==> src/design/mio_pin_map.vh <==
`ifndef MIO_PIN_MAP_VH
`define MIO_PIN_MAP_VH

// Command bus width codes
`define WIDTH_SINGLE      2'h0
`define WIDTH_DUAL        2'h1
`define WIDTH_QUAD        2'h2

// Reset pulse least time in ns, and the clock period in ns
`define RESET_PULSE_NS    200
`define CLOCK_PERIOD_NS   50
`define RESET_PULSE_CYC   ((`RESET_PULSE_NS + `CLOCK_PERIOD_NS - 1) / `CLOCK_PERIOD_NS)

// Width of the reset pulse counter
`define RESET_CNT_W       8

`endif

==> src/design/pin_sync.v <==
`timescale 1ns/100ps
// Two-flop synchroniser for a bank of pin levels
module pin_sync #(
    parameter             WIDTH     = 1,
    parameter [WIDTH-1:0] RESET_VAL = {WIDTH{1'b1}}
) (
    input  wire             clock_in,
    input  wire             rst_in,
    input  wire [WIDTH-1:0] async_in,
    output wire [WIDTH-1:0] sync_out
);
    reg [WIDTH-1:0] stage1_q;
    reg [WIDTH-1:0] stage2_q;
    genvar i;
    generate
        for (i = 0; i < WIDTH; i = i + 1) begin : g_bit
            always @(posedge clock_in or posedge rst_in) begin
                if (rst_in) begin
                    stage1_q[i] <= RESET_VAL[i];
                    stage2_q[i] <= RESET_VAL[i];
                end else begin
                    stage1_q[i] <= async_in[i];
                    stage2_q[i] <= stage1_q[i];
                end
            end
        end
    endgenerate
    assign sync_out = stage2_q;
endmodule

==> src/design/spi_mio_pin_role_select.v <==
`timescale 1ns/100ps
`include "mio_pin_map.vh"
module spi_mio_pin_role_select #(
    parameter RESET_PULSE_CYCLES = `RESET_PULSE_CYC
) (
    input  wire       clock_in,
    input  wire       rst_in,
    input  wire       serial_clock_in,
    input  wire       chip_select_n_in,
    input  wire [3:0] data_pin_in,
    input  wire       quad_enable_bit_in,
    input  wire       protect_lock_bit_in,
    input  wire       pin_reset_enable_bit_in,
    input  wire [1:0] cmd_width_in,
    input  wire       out_phase_in,
    input  wire [3:0] out_data_in,
    input  wire       reg_write_req_in,
    input  wire       reg_write_protected_in,
    output reg  [3:0] data_pin_out,
    output reg  [3:0] data_pin_oe_out,
    output reg  [3:0] rx_data_out,
    output reg        serial_clock_out,
    output reg        write_protect_active_out,
    output reg        reg_write_ok_out,
    output reg        reg_write_dropped_out,
    output reg        pin_reset_out
);
    localparam       SYNC_W          = 6;
    localparam [3:0] SINGLE_OUT_PINS = 4'h2;

    wire [SYNC_W-1:0] pin_sync_w;
    wire              cs_n_s;
    wire              sck_s;
    wire [3:0]        pin_s;

    // Serial clock idles low; select and pins idle high as if pulled up
    pin_sync #(
        .WIDTH     (SYNC_W),
        .RESET_VAL (6'h1f)
    ) u_sync (
        .clock_in (clock_in),
        .rst_in   (rst_in),
        .async_in ({serial_clock_in, chip_select_n_in, data_pin_in}),
        .sync_out (pin_sync_w)
    );

    assign sck_s  = pin_sync_w[5];
    assign cs_n_s = pin_sync_w[4];
    assign pin_s  = pin_sync_w[3:0];

    // True for single-bit command width
    function is_single;
        input [1:0] width;
        begin
            is_single = (width == `WIDTH_SINGLE);
        end
    endfunction

    // True for quad command width
    function is_quad;
        input [1:0] width;
        begin
            is_quad = (width == `WIDTH_QUAD);
        end
    endfunction

    // Role of each pin as a data line
    function [3:0] data_roles;
        input [1:0] width;
        input       quad_en;
        input       cs_n;
        begin
            data_roles[0] = !is_single(width);
            data_roles[1] = !is_single(width);
            data_roles[2] = quad_en && is_quad(width);
            data_roles[3] = quad_en && !cs_n && is_quad(width);
        end
    endfunction

    // Pin two carries write protect
    function protect_role;
        input quad_en;
        input lock;
        begin
            protect_role = !quad_en && lock;
        end
    endfunction

    // Pin three carries the reset input
    function reset_role;
        input rst_en;
        input quad_en;
        input cs_n;
        begin
            reset_role = rst_en && (!quad_en || cs_n);
        end
    endfunction

    reg [3:0] role_w;
    reg       protect_role_w;
    reg       reset_role_w;
    reg       reset_low_w;
    reg       wp_low_w;
    reg       drop_w;

    always @* begin
        role_w = data_roles(cmd_width_in, quad_enable_bit_in, cs_n_s);
        protect_role_w = protect_role(quad_enable_bit_in,
                                      protect_lock_bit_in);
        reset_role_w = reset_role(pin_reset_enable_bit_in,
                                  quad_enable_bit_in, cs_n_s);
        reset_low_w = reset_role_w && cs_n_s && !pin_s[3];
        // relies on host driving a firm level here
        wp_low_w = protect_role_w && !pin_s[2];
        drop_w = wp_low_w && reg_write_protected_in;
    end

    wire [3:0] single_out_w;
    wire [3:0] single_rx_w;
    wire [3:0] pin_out_d;
    wire [3:0] pin_rx_d;
    wire [3:0] pin_oe_d;

    // Single width sends on pin one and receives on pin zero only
    assign single_out_w = {2'h0, out_data_in[0], 1'b0};
    assign single_rx_w  = {3'h0, pin_s[0]};

    genvar p;
    generate
        for (p = 0; p < 4; p = p + 1) begin : g_pin
            assign pin_oe_d[p] = out_phase_in && !cs_n_s &&
                                 (is_single(cmd_width_in) ?
                                  SINGLE_OUT_PINS[p] : role_w[p]);
            assign pin_out_d[p] = is_single(cmd_width_in) ?
                                  single_out_w[p] :
                                  (out_data_in[p] && role_w[p]);
            assign pin_rx_d[p] = is_single(cmd_width_in) ?
                                 single_rx_w[p] :
                                 (pin_s[p] && role_w[p]);
        end
    endgenerate

    reg [`RESET_CNT_W-1:0] rst_cnt_q;
    reg [`RESET_CNT_W-1:0] rst_cnt_d;
    reg                    pulse_done_w;

    always @* begin
        rst_cnt_d = {`RESET_CNT_W{1'b0}};
        if (reset_low_w) begin
            if (rst_cnt_q < RESET_PULSE_CYCLES[`RESET_CNT_W-1:0])
                rst_cnt_d = rst_cnt_q + 1'b1;
            else
                rst_cnt_d = rst_cnt_q;
        end
        pulse_done_w = reset_low_w &&
            (rst_cnt_d >= RESET_PULSE_CYCLES[`RESET_CNT_W-1:0]);
    end

    // Pin drive and receive registers
    always @(posedge clock_in or posedge rst_in) begin
        if (rst_in) begin
            data_pin_out    <= 4'h0;
            data_pin_oe_out <= 4'h0;
            rx_data_out     <= 4'h0;
        end else begin
            data_pin_out    <= pin_out_d;
            data_pin_oe_out <= pin_oe_d;
            rx_data_out     <= pin_rx_d;
        end
    end

    // Serial clock copy, already two flops deep
    always @(posedge clock_in or posedge rst_in) begin
        if (rst_in)
            serial_clock_out <= 1'b0;
        else
            serial_clock_out <= sck_s;
    end

    // Protect status and register write verdicts
    always @(posedge clock_in or posedge rst_in) begin
        if (rst_in) begin
            write_protect_active_out <= 1'b0;
            reg_write_ok_out         <= 1'b0;
            reg_write_dropped_out    <= 1'b0;
        end else begin
            write_protect_active_out <= wp_low_w;
            reg_write_ok_out      <= reg_write_req_in && !drop_w;
            reg_write_dropped_out <= reg_write_req_in && drop_w;
        end
    end

    // Reset recognition; a short glitch restarts the count
    always @(posedge clock_in or posedge rst_in) begin
        if (rst_in) begin
            rst_cnt_q     <= {`RESET_CNT_W{1'b0}};
            pin_reset_out <= 1'b0;
        end else begin
            rst_cnt_q     <= rst_cnt_d;
            pin_reset_out <= pulse_done_w;
        end
    end
endmodule

==> config.mk <==
export PLATFORM = sky130hd
export DESIGN_NAME = spi_mio_pin_role_select
export DESIGN_NICKNAME = d
export VERILOG_FILES = /design/src/design/pin_sync.v /design/src/design/spi_mio_pin_role_select.v
export VERILOG_INCLUDE_DIRS = /design/src /design/src/design
export SDC_FILE = /design/constraint.sdc
export NUM_CORES = 1
export LEC_CHECK = 0
export BUFFER_PORTS_ARGS = -buffer_cell sky130_fd_sc_hd__clkbuf_2
export CORE_MARGIN = 2
export CORE_UTILIZATION = 44
export CTS_CLUSTER_SIZE = 25
export DETAILED_ROUTE_END_ITERATION = 16
export PLACE_DENSITY = 0.71
export SLEW_MARGIN = 20
export SYNTH_ARGS = -nofsm -noshare
export SYNTH_HDL_FRONTEND = slang
export SYNTH_SLANG_ARGS = --single-unit
==> constraint.sdc <==
create_clock -name clock_in -period 1.3 [get_ports clock_in]
set_input_delay 0 -clock clock_in [delete_from_list [all_inputs] [get_ports clock_in]]
set_output_delay 0 -clock clock_in [all_outputs]
set_load 0.01 [all_outputs]
# Word-level counts from Yosys, hierarchy flattened
# Index checks and enable logic that the tools add are counted.
# Widths: inputs -> output; s select.
# word_totals
regBits	37
latchBits	0
ramBits	0
mem_bits_ro	0
wordCells	72
n_memories	0
# op_classes
addsub	1
n_mul	0
div_mod_pow	0
magnitude_cmp	2
eq_ne	1
shifts	0
n_mux	14
bitwise	0
reduce_logical	33
# ops
operator	count
$logic_and 1x1->1	25
$mux 8	2
$mux 1	12
$add 8x1->8 const B	1
$ge 8x3->1 const B	1
$lt 8x3->1 const B	1
$logic_not 1->1	6
$eq 2x2->1 const B	1
$logic_not 2->1	1
$logic_or 1x1->1	1

# Longest topological paths before layout
# Gate-level depths: netlist of the first run.
# depth
ltp_word	8
depth_mapped	4

# By module
# From an unflattened synthesis of the first run, not the netlist that was laid out.
# hier_totals
hier_cells	80
area_unflattened_um2	1216.2
# modules_own_cells
mod	instances	cells_each	area_each_um2
spi_mio_pin_role_select	1	67	899.6
pin_sync	1	13	316.6

# Least setup slack after synthesis of the first run
# OpenSTA, ideal clock, no wires.
# synth_timing
path_kind	register -> register
from	register rst_cnt_q[7]
to	register pin_reset_out
setup_ns	0.129
arrival_time_ns	1.207
required_ns	1.171
slack_ns	-0.036
stages_incl_launch_ff	3
n_path_buf	0
path_cell_list	dfrtp_1 -> or4_4 -> o41a_1
# synth_via
elab_chain_cells	5
# synth_lines
element	line	text
from (decl)	spi_mio_pin_role_select.v:143	reg [`RESET_CNT_W-1:0] rst_cnt_q;
from (signal assigned)	spi_mio_pin_role_select.v:196	rst_cnt_q <= {`RESET_CNT_W{1'b0}};
from (signal assigned)	spi_mio_pin_role_select.v:199	rst_cnt_q <= rst_cnt_d;
$add 8x1->8 / $lt 8x3->1 (equally long branches)	spi_mio_pin_role_select.v:151, spi_mio_pin_role_select.v:150	
$mux 8 (*)	spi_mio_pin_role_select.v:150	if (rst_cnt_q < RESET_PULSE_CYCLES[`RESET_CNT_W-1:0])
$mux 8 (*)	spi_mio_pin_role_select.v:149	if (reset_low_w) begin
$ge 8x3->1 (*)	spi_mio_pin_role_select.v:156	(rst_cnt_d >= RESET_PULSE_CYCLES[`RESET_CNT_W-1:0]);
$logic_and 1x1->1 (*)	spi_mio_pin_role_select.v:155	pulse_done_w = reset_low_w &&
net pulse_done_w	spi_mio_pin_role_select.v:145	reg pulse_done_w;
to (signal assigned)	spi_mio_pin_role_select.v:200	pin_reset_out <= pulse_done_w;
to (decl)	spi_mio_pin_role_select.v:26	output reg pin_reset_out
# Mark *: on every way through the listed nets, which the timed path passes. The rest lies on a longest branch.

# Worst setup path in the final report of the first run
# layout_timing
from	register rst_cnt_q[5]
to	register pin_reset_out
# Same word-level chain as after synthesis.

==> impl_metrics.env, run 1 <==
export IMPL_min_path_type="primary input to flop"
export IMPL_worst_r2r_path_depth=2
export IMPL_critical_path_reg2reg_startpoint="rst_cnt_q[5]$_DFF_PP0_"
export IMPL_synth_common_cells="dfrtp_1, dfstp_2, and2_1, nor2_1"
export IMPL_grt_antenna_before_repair=0
export IMPL_first_iter_violations=15
export IMPL_global_route_usage_total_pct=15.6
export IMPL_worst_hold_slack_ns=0.227
export IMPL_synth_cell_area_sq_um=1210
export IMPL_setup_repair_after_global_routing_missed_its_margin="yes"
export IMPL_layout_cells_non_filler=176
export IMPL_die_x_microns=56.4
export IMPL_cts_buffers_inserted=5
export IMPL_design_core_area_sq_um=2690
export IMPL_tritoncts_clock_tree="done"
export IMPL_tritoncts_num_sinks=37
export IMPL_critical_path_endpoint_type="flop"
export IMPL_synth_most_common_cell="dfrtp_1"
export IMPL_synth_area_per_cell_sq_um=15.5
export IMPL_timing_critical_path_fanout_max=3
export IMPL_layout_cells_sized_above_1_pct=47.6
export IMPL_vias=815
export IMPL_port_buffer_count=36
export IMPL_drv_slew=0
export IMPL_hold_path_end="pin_reset_out$_DFF_PP0_"
export IMPL_post_layout_total_power_mw=2.04
export IMPL_synth_top_cells_by_area="dfrtp_1, dfstp_2, and2_1"
export IMPL_antennaDiodeCount=0
export IMPL_max_cap_viols=0
export IMPL_rr_endpoint="pin_reset_out$_DFF_PP0_"
export IMPL_fin_tns_setup_ns=-0.201
export IMPL_pwr_density_cell_nw_per_um2=1160
export IMPL_fin_ws_ns=-0.0753
export IMPL_clk_pin_slew_ns=0.10
export IMPL_critical_path_cell_with_the_highest_stage_delay="or4_4"
export IMPL_critPathMaxStageDelay_ns=0.56
export IMPL_area_growth_synth_to_final_pct=45.7
export IMPL_clock_insertion_delay_worst_skew_ns=0.33
export IMPL_design_die_area_sq_um=3180
export IMPL_firstDrtPassIters=4
export IMPL_cts_htree_levels=2
export IMPL_hpwl_microns=1210
export IMPL_timing_max_slew_rel_slack_pct=70.6
export IMPL_synthesis_yosys_warnings=0
export IMPL_setup_reg_to_reg_worst_slack_ns=-0.08
export IMPL_gp_routability_congestion=0.672
export IMPL_power_static_leakage_nw=0.889
export IMPL_placed_cells_incl_taps=148
export IMPL_tightest_slew_ns=0.441
export IMPL_number_of_global_route_vias_before_repair=824
export IMPL_post_synth_inst_count=78
export IMPL_height_of_the_chip_microns=56.4
export IMPL_synth_main_ff_cell="dfrtp_1"
export IMPL_power_ir_vdd_worst_mv=1.19
export IMPL_synth_top_area_share_pct=55.9
export IMPL_critPathRequiredTime_ns=1.52
export IMPL_std_cell_rows=19
export IMPL_ys_ff_latch=37
export IMPL_detail_route_drc_violations=0
export IMPL_post_route_min_period_ns=1.38
export IMPL_wl_microns=2160
export IMPL_pin_count=37
export IMPL_grt_pass1_wl_microns=3680
export IMPL_post_synth_top_area_cell="dfrtp_1"
export IMPL_failed_checks="setup timing"
export IMPL_design_final_nets=165
export IMPL_synth_yosys_seq_area_share_pct=77.6
export IMPL_report_final_hold_viol_count=0
export IMPL_cts_root_buf="clkbuf_4"
export IMPL_vias_per_cell=4.63
export IMPL_min_period_over_period_pct=106
export IMPL_status="finished with violations"
export IMPL_initial_core_util_pct=45.0
export IMPL_setup_viol=3
export IMPL_synthArstFlopShare_pct=100
export IMPL_fmaxAchievable_mhz=727
export IMPL_clockBufferDepth=2
export IMPL_min_delay_path_depth=3
export IMPL_synth_edf_count=0
export IMPL_critPathLaunchType="flop"
export IMPL_global_route_overflow_total=0
export IMPL_criticalPathCategory="flop to flop"
export IMPL_timing_hold_worst_start="pin_reset_enable_bit_in"
export IMPL_finalClockSkew_ns=0.00424
export IMPL_synth_cell_type_count=26
export IMPL_worst_ep_arrival_time_ns=1.59
export IMPL_average_wire_per_cell_in_the_routed_design_microns=12.2
export IMPL_path_cells="or4_4 > o41a_1"
export IMPL_synth_net_count=99
export IMPL_drt_antenna_violating_nets=0
export IMPL_pin_count_of_the_biggest_net_entering_global_routing=38
export IMPL_dpl_worst_slack_ns=-0.0698
placed cells by master, fill, tap and decap left out, types with 3 or more instances in the layout:
master / count
clkbuf_2: 35
dfrtp_1: 27
dlygate4sd3_1: 20
dfstp_2: 10
and2_1: 6
buf_4: 6
clkbuf_4: 5
nor2_1: 4
nor2b_1: 3
nor3b_1: 3
per-layer routing:
metal,vias up,GRT usage [%],wire [microns]
met1,395,18.9,906
li1,391,-,-
met5,-,0,0
met4,0,7.14,38
met2,24,25.2,1100
met3,5,5.07,106
how the worst max path moves through the flow:
stage                                 startpoint                      end  slack [ns]  cells past startpoint
after global placement    rst_cnt_q[5]$_DFF_PP0_  pin_reset_out$_DFF_PP0_       -0.04                      2
after detailed placement  rst_cnt_q[5]$_DFF_PP0_   rst_cnt_q[1]$_DFF_PP0_       -0.07                      3
after global routing      rst_cnt_q[6]$_DFF_PP0_   rst_cnt_q[1]$_DFF_PP0_        -0.1                      3
final                     rst_cnt_q[5]$_DFF_PP0_  pin_reset_out$_DFF_PP0_       -0.08                      2
after CTS                 rst_cnt_q[5]$_DFF_PP0_  pin_reset_out$_DFF_PP0_       -0.08                      2
after floorplan           rst_cnt_q[5]$_DFF_PP0_  pin_reset_out$_DFF_PP0_       -0.04                      2
final cells by class:
cell class	instances	area, sq um
clock buffers	7	65.1
repair buffers	61	420
fillers	209	926
multi-input cells	37	285
flip-flops and latches	37	938
well taps	31	38.8
inverters	2	7.51
clock inverters	1	5.00
what timing repair did:
item,in CTS,in global routing
buffers inserted,1,0
endpoints found under the hold margin,47,0
resized for setup,1,6
hold buffers,20,0
endpoints found under the setup margin,3,6
logic make-up (layout without fill, tap and decap cells):
logic type               count (synthesis)  count (layout)  synth area share [%]
flip-flops                              37              37                  77.6
AO/OA/AOI/OAI                            5               5                  4.14
AND/OR/NAND/NOR                         30              30                  14.9
multiplexers                             1               1                 0.932
adder cells (fa/ha/maj)                  1               1                  1.04
buffers and inverters                    4              71                  1.35
critical path: cells and delay by family (launching register included):
family	cells	cell delay, ns
compound gates	1	0.32
flops	1	0.39
simple gates	1	0.56
power breakdown:
| group | switching [mW] | internal [mW] | total (mW) |
|---|---|---|---|
| combinational | 0.0758 | 0.0887 | 0.165 |
| clock | 0.351 | 0.313 | 0.664 |
| sequential | 0.0133 | 1.20 | 1.22 |
flip-flops by register name, indices dropped and copies added, names as in the netlist:
| signal | flops |
|---|---|
| rst_cnt_q | 8 |
| u_sync.stage1_q | 6 |
| u_sync.sync_out | 6 |
| data_pin_oe_out | 4 |
| data_pin_out | 4 |
| rx_data_out | 4 |
| pin_reset_out | 1 |
| reg_write_dropped_out | 1 |
| reg_write_ok_out | 1 |
| serial_clock_out | 1 |
| write_protect_active_out | 1 |
stage by stage:
step	instance area, sq um	util (%)
after CTS	1740	64.8
after detailed placement	1460	54.2
after floorplan	1210	-
after global placement	1460	54.2
final	1760	65.5
after global routing	1760	65.5
No activity file was read; power rests on OpenSTA's default activity.
==> run 2, diff against run 1 <==
--- a/config.mk
+++ b/config.mk
@@ -6,12 +6,12 @@
 export SDC_FILE = /design/constraint.sdc
 export NUM_CORES = 1
 export LEC_CHECK = 0
-export BUFFER_PORTS_ARGS = -buffer_cell sky130_fd_sc_hd__clkbuf_2
+export BUFFER_PORTS_ARGS = -buffer_cell sky130_fd_sc_hd__buf_2
 export CORE_MARGIN = 2
-export CORE_UTILIZATION = 44
+export CORE_UTILIZATION = 47
 export CTS_CLUSTER_SIZE = 25
 export DETAILED_ROUTE_END_ITERATION = 16
-export PLACE_DENSITY = 0.71
+export PLACE_DENSITY = 0.72
 export SLEW_MARGIN = 20
 export SYNTH_ARGS = -nofsm -noshare
 export SYNTH_HDL_FRONTEND = slang
==> constraint.sdc (replaced) <==
create_clock -name clock_in -period 1.64 [get_ports clock_in]
set_input_delay 0 -clock clock_in [delete_from_list [all_inputs] [get_ports clock_in]]
set_output_delay 0 -clock clock_in [all_outputs]
set_load 0.01 [all_outputs]
==> impl_metrics.env, run 2 (synthesized netlist as in run 1, its figures left out) <==
export IMPL_power_frac_seq_pct=62.8
export IMPL_min_path_type="primary input to flop"
export IMPL_fin_tns_setup_ns=0
export IMPL_cts_htree_levels=2
export IMPL_hold_path_end="reg_write_dropped_out$_DFF_PP0_"
export IMPL_design_final_nets=164
export IMPL_fraction_of_power_spent_switching_nets_pct=22.2
export IMPL_hpwl_microns=1260
export IMPL_cts_root_buf="clkbuf_4"
export IMPL_antennaDiodeCount=0
export IMPL_timing_hold_worst_start="protect_lock_bit_in"
export IMPL_layout_cells_sized_above_1_pct=40.3
export IMPL_grt_antenna_before_repair=0
export IMPL_clk_pin_slew_ns=0.11
export IMPL_setup_repair_after_global_routing_missed_its_margin="no"
export IMPL_vias=801
export IMPL_post_route_min_period_ns=1.58
export IMPL_std_cell_rows=18
export IMPL_worst_hold_slack_ns=0.151
export IMPL_registers_top_by_ff_count="rst_cnt_q"
export IMPL_global_route_overflow_total=0
export IMPL_drv_slew=0
export IMPL_fmaxAchievable_mhz=631
export IMPL_tightest_slew_ns=0.527
export IMPL_wl_microns=2230
export IMPL_layout_filler_cells=177
export IMPL_grt_pass1_wl_microns=3400
export IMPL_report_final_hold_viol_count=0
export IMPL_cts_buffers_inserted=5
export IMPL_worst_r2r_path_depth=3
export IMPL_largest_register_ffs=8
export IMPL_first_iter_violations=4
export IMPL_p_sw_mw=0.340
export IMPL_drt_antenna_violating_nets=0
export IMPL_clockBufferDepth=2
export IMPL_tritoncts_clock_tree="done"
export IMPL_design_die_area_sq_um=2990
export IMPL_rr_endpoint="reg_write_ok_out$_DFF_PP0_"
export IMPL_critical_path_reg2reg_startpoint="u_sync.sync_out[2]$_DFF_PP1_"
export IMPL_cell_internal_pwr_mw=1.19
export IMPL_power_share_combinational_pct=8.6
export IMPL_final_seq_area_sq_um=938
export IMPL_port_buffer_count=36
export IMPL_design_core_area_sq_um=2450
export IMPL_cts_repair_resize_count=0
export IMPL_pwr_share_clk_pct=28.6
export IMPL_global_route_usage_total_pct=17.3
export IMPL_cts_setup_buffers=0
export IMPL_multiInputGateArea_sq_um=254
export IMPL_criticalPathCategory="primary input to flop"
export IMPL_power_ir_vdd_worst_mv=0.742
export IMPL_height_of_the_chip_microns=54.7
export IMPL_timing_critical_path_fanout_max=3
export IMPL_layout_cells_most_common="buf_2"
export IMPL_vias_per_cell=4.60
export IMPL_pin_count_of_the_biggest_net_entering_global_routing=38
export IMPL_critPathLaunchType="primary input"
export IMPL_gp_routability_congestion=0.647
export IMPL_min_period_over_period_pct=96.6
export IMPL_setup_reg_to_reg_worst_slack_ns=0.12
export IMPL_clock_insertion_delay_worst_skew_ns=0.33
export IMPL_area_growth_synth_to_final_pct=41.1
export IMPL_die_x_microns=54.7
export IMPL_pwr_density_cell_nw_per_um2=900
export IMPL_detail_route_drc_violations=0
export IMPL_critPathRequiredTime_ns=1.86
export IMPL_number_of_global_route_vias_before_repair=742
export IMPL_tritoncts_num_sinks=37
export IMPL_setup_viol=0
export IMPL_startpoint="cmd_width_in[1]"
export IMPL_average_wire_per_cell_in_the_routed_design_microns=12.8
export IMPL_critical_path_endpoint_type="flop"
export IMPL_layout_common_cells="buf_2, dfrtp_1, dlygate4sd3_1"
export IMPL_min_delay_path_depth=3
export IMPL_pin_count=37
export IMPL_firstDrtPassIters=4
export IMPL_power_static_leakage_nw=0.879
export IMPL_timing_max_slew_rel_slack_pct=64.6
export IMPL_status="completed"
export IMPL_initial_core_util_pct=49.2
export IMPL_worst_ep_arrival_time_ns=1.80
export IMPL_finalClockSkew_ns=0.0118
export IMPL_max_cap_viols=0
[run 2: layout make-up]
class                           count  share of cell area, %
Sequential cell                    37                   55.0
Timing Repair Buffer               60                   24.5
Inverter                            2                  0.440
Clock inverter                      1                  0.293
Clock buffer                        7                   2.64
Tap cell                           30                   2.20
Multi-Input combinational cell     37                   14.9
[run 2: critical path, cell delays in order]
cell           delay, ns
dlygate4sd3_1       0.55
buf_2               0.13
nor2_1              0.18
mux2_2              0.36
dlygate4sd3_1       0.58
[run 2: worst max path at each step]
stage                                       endpoint  slack [ns]
after floorplan              pin_reset_out$_DFF_PP0_        0.30
after global placement       pin_reset_out$_DFF_PP0_        0.29
after detailed placement      rst_cnt_q[1]$_DFF_PP0_        0.25
after CTS                  data_pin_out[1]$_DFF_PP0_        0.14
after global routing      reg_write_ok_out$_DFF_PP0_        0.02
final                      data_pin_out[1]$_DFF_PP0_        0.06
[run 2: per-stage QoR]
| step | cell area [sq um] | std cells | util, % | worst slack, ns | total power [mW] |
|---|---|---|---|---|---|
| floorplan | 1210 | 78 | - | 0.304 | 1.02 |
| global placement | 1430 | 143 | 58.1 | 0.285 | 1.07 |
| detailed placement | 1430 | 143 | 58.1 | 0.253 | 1.07 |
| CTS | 1710 | 174 | 69.5 | 0.141 | 1.55 |
| global route | 1710 | 174 | 69.5 | 0.0156 | 1.61 |
| finish | 1710 | 174 | 69.5 | 0.0561 | 1.53 |
[run 2: power groups by stage]
stage / clock network, mW / logic (mW) / registers [mW]
after CTS: 0.451 / 0.130 / 0.964
after floorplan: 0 / 0.0342 / 0.987
final: 0.439 / 0.131 / 0.964
after global placement: 0 / 0.0882 / 0.979
after global routing: 0.493 / 0.147 / 0.967
after detailed placement: 0 / 0.0900 / 0.981
[run 2: routing by layer]
metal / global-route usage (%) / wire length, microns / vias to the layer above
met5: 0 / 0 / -
met3: 8.20 / 138 / 2
met2: 27.2 / 1180 / 28
met4: 6.25 / 14 / 0
met1: 20.6 / 900 / 379
li1: - / - / 392
[run 2: what timing repair did]
action                                  4_1_cts  5_1_grt
endpoints found under the hold margin        47        0
endpoints found under the setup margin        0        0
hold buffers                                 23        0
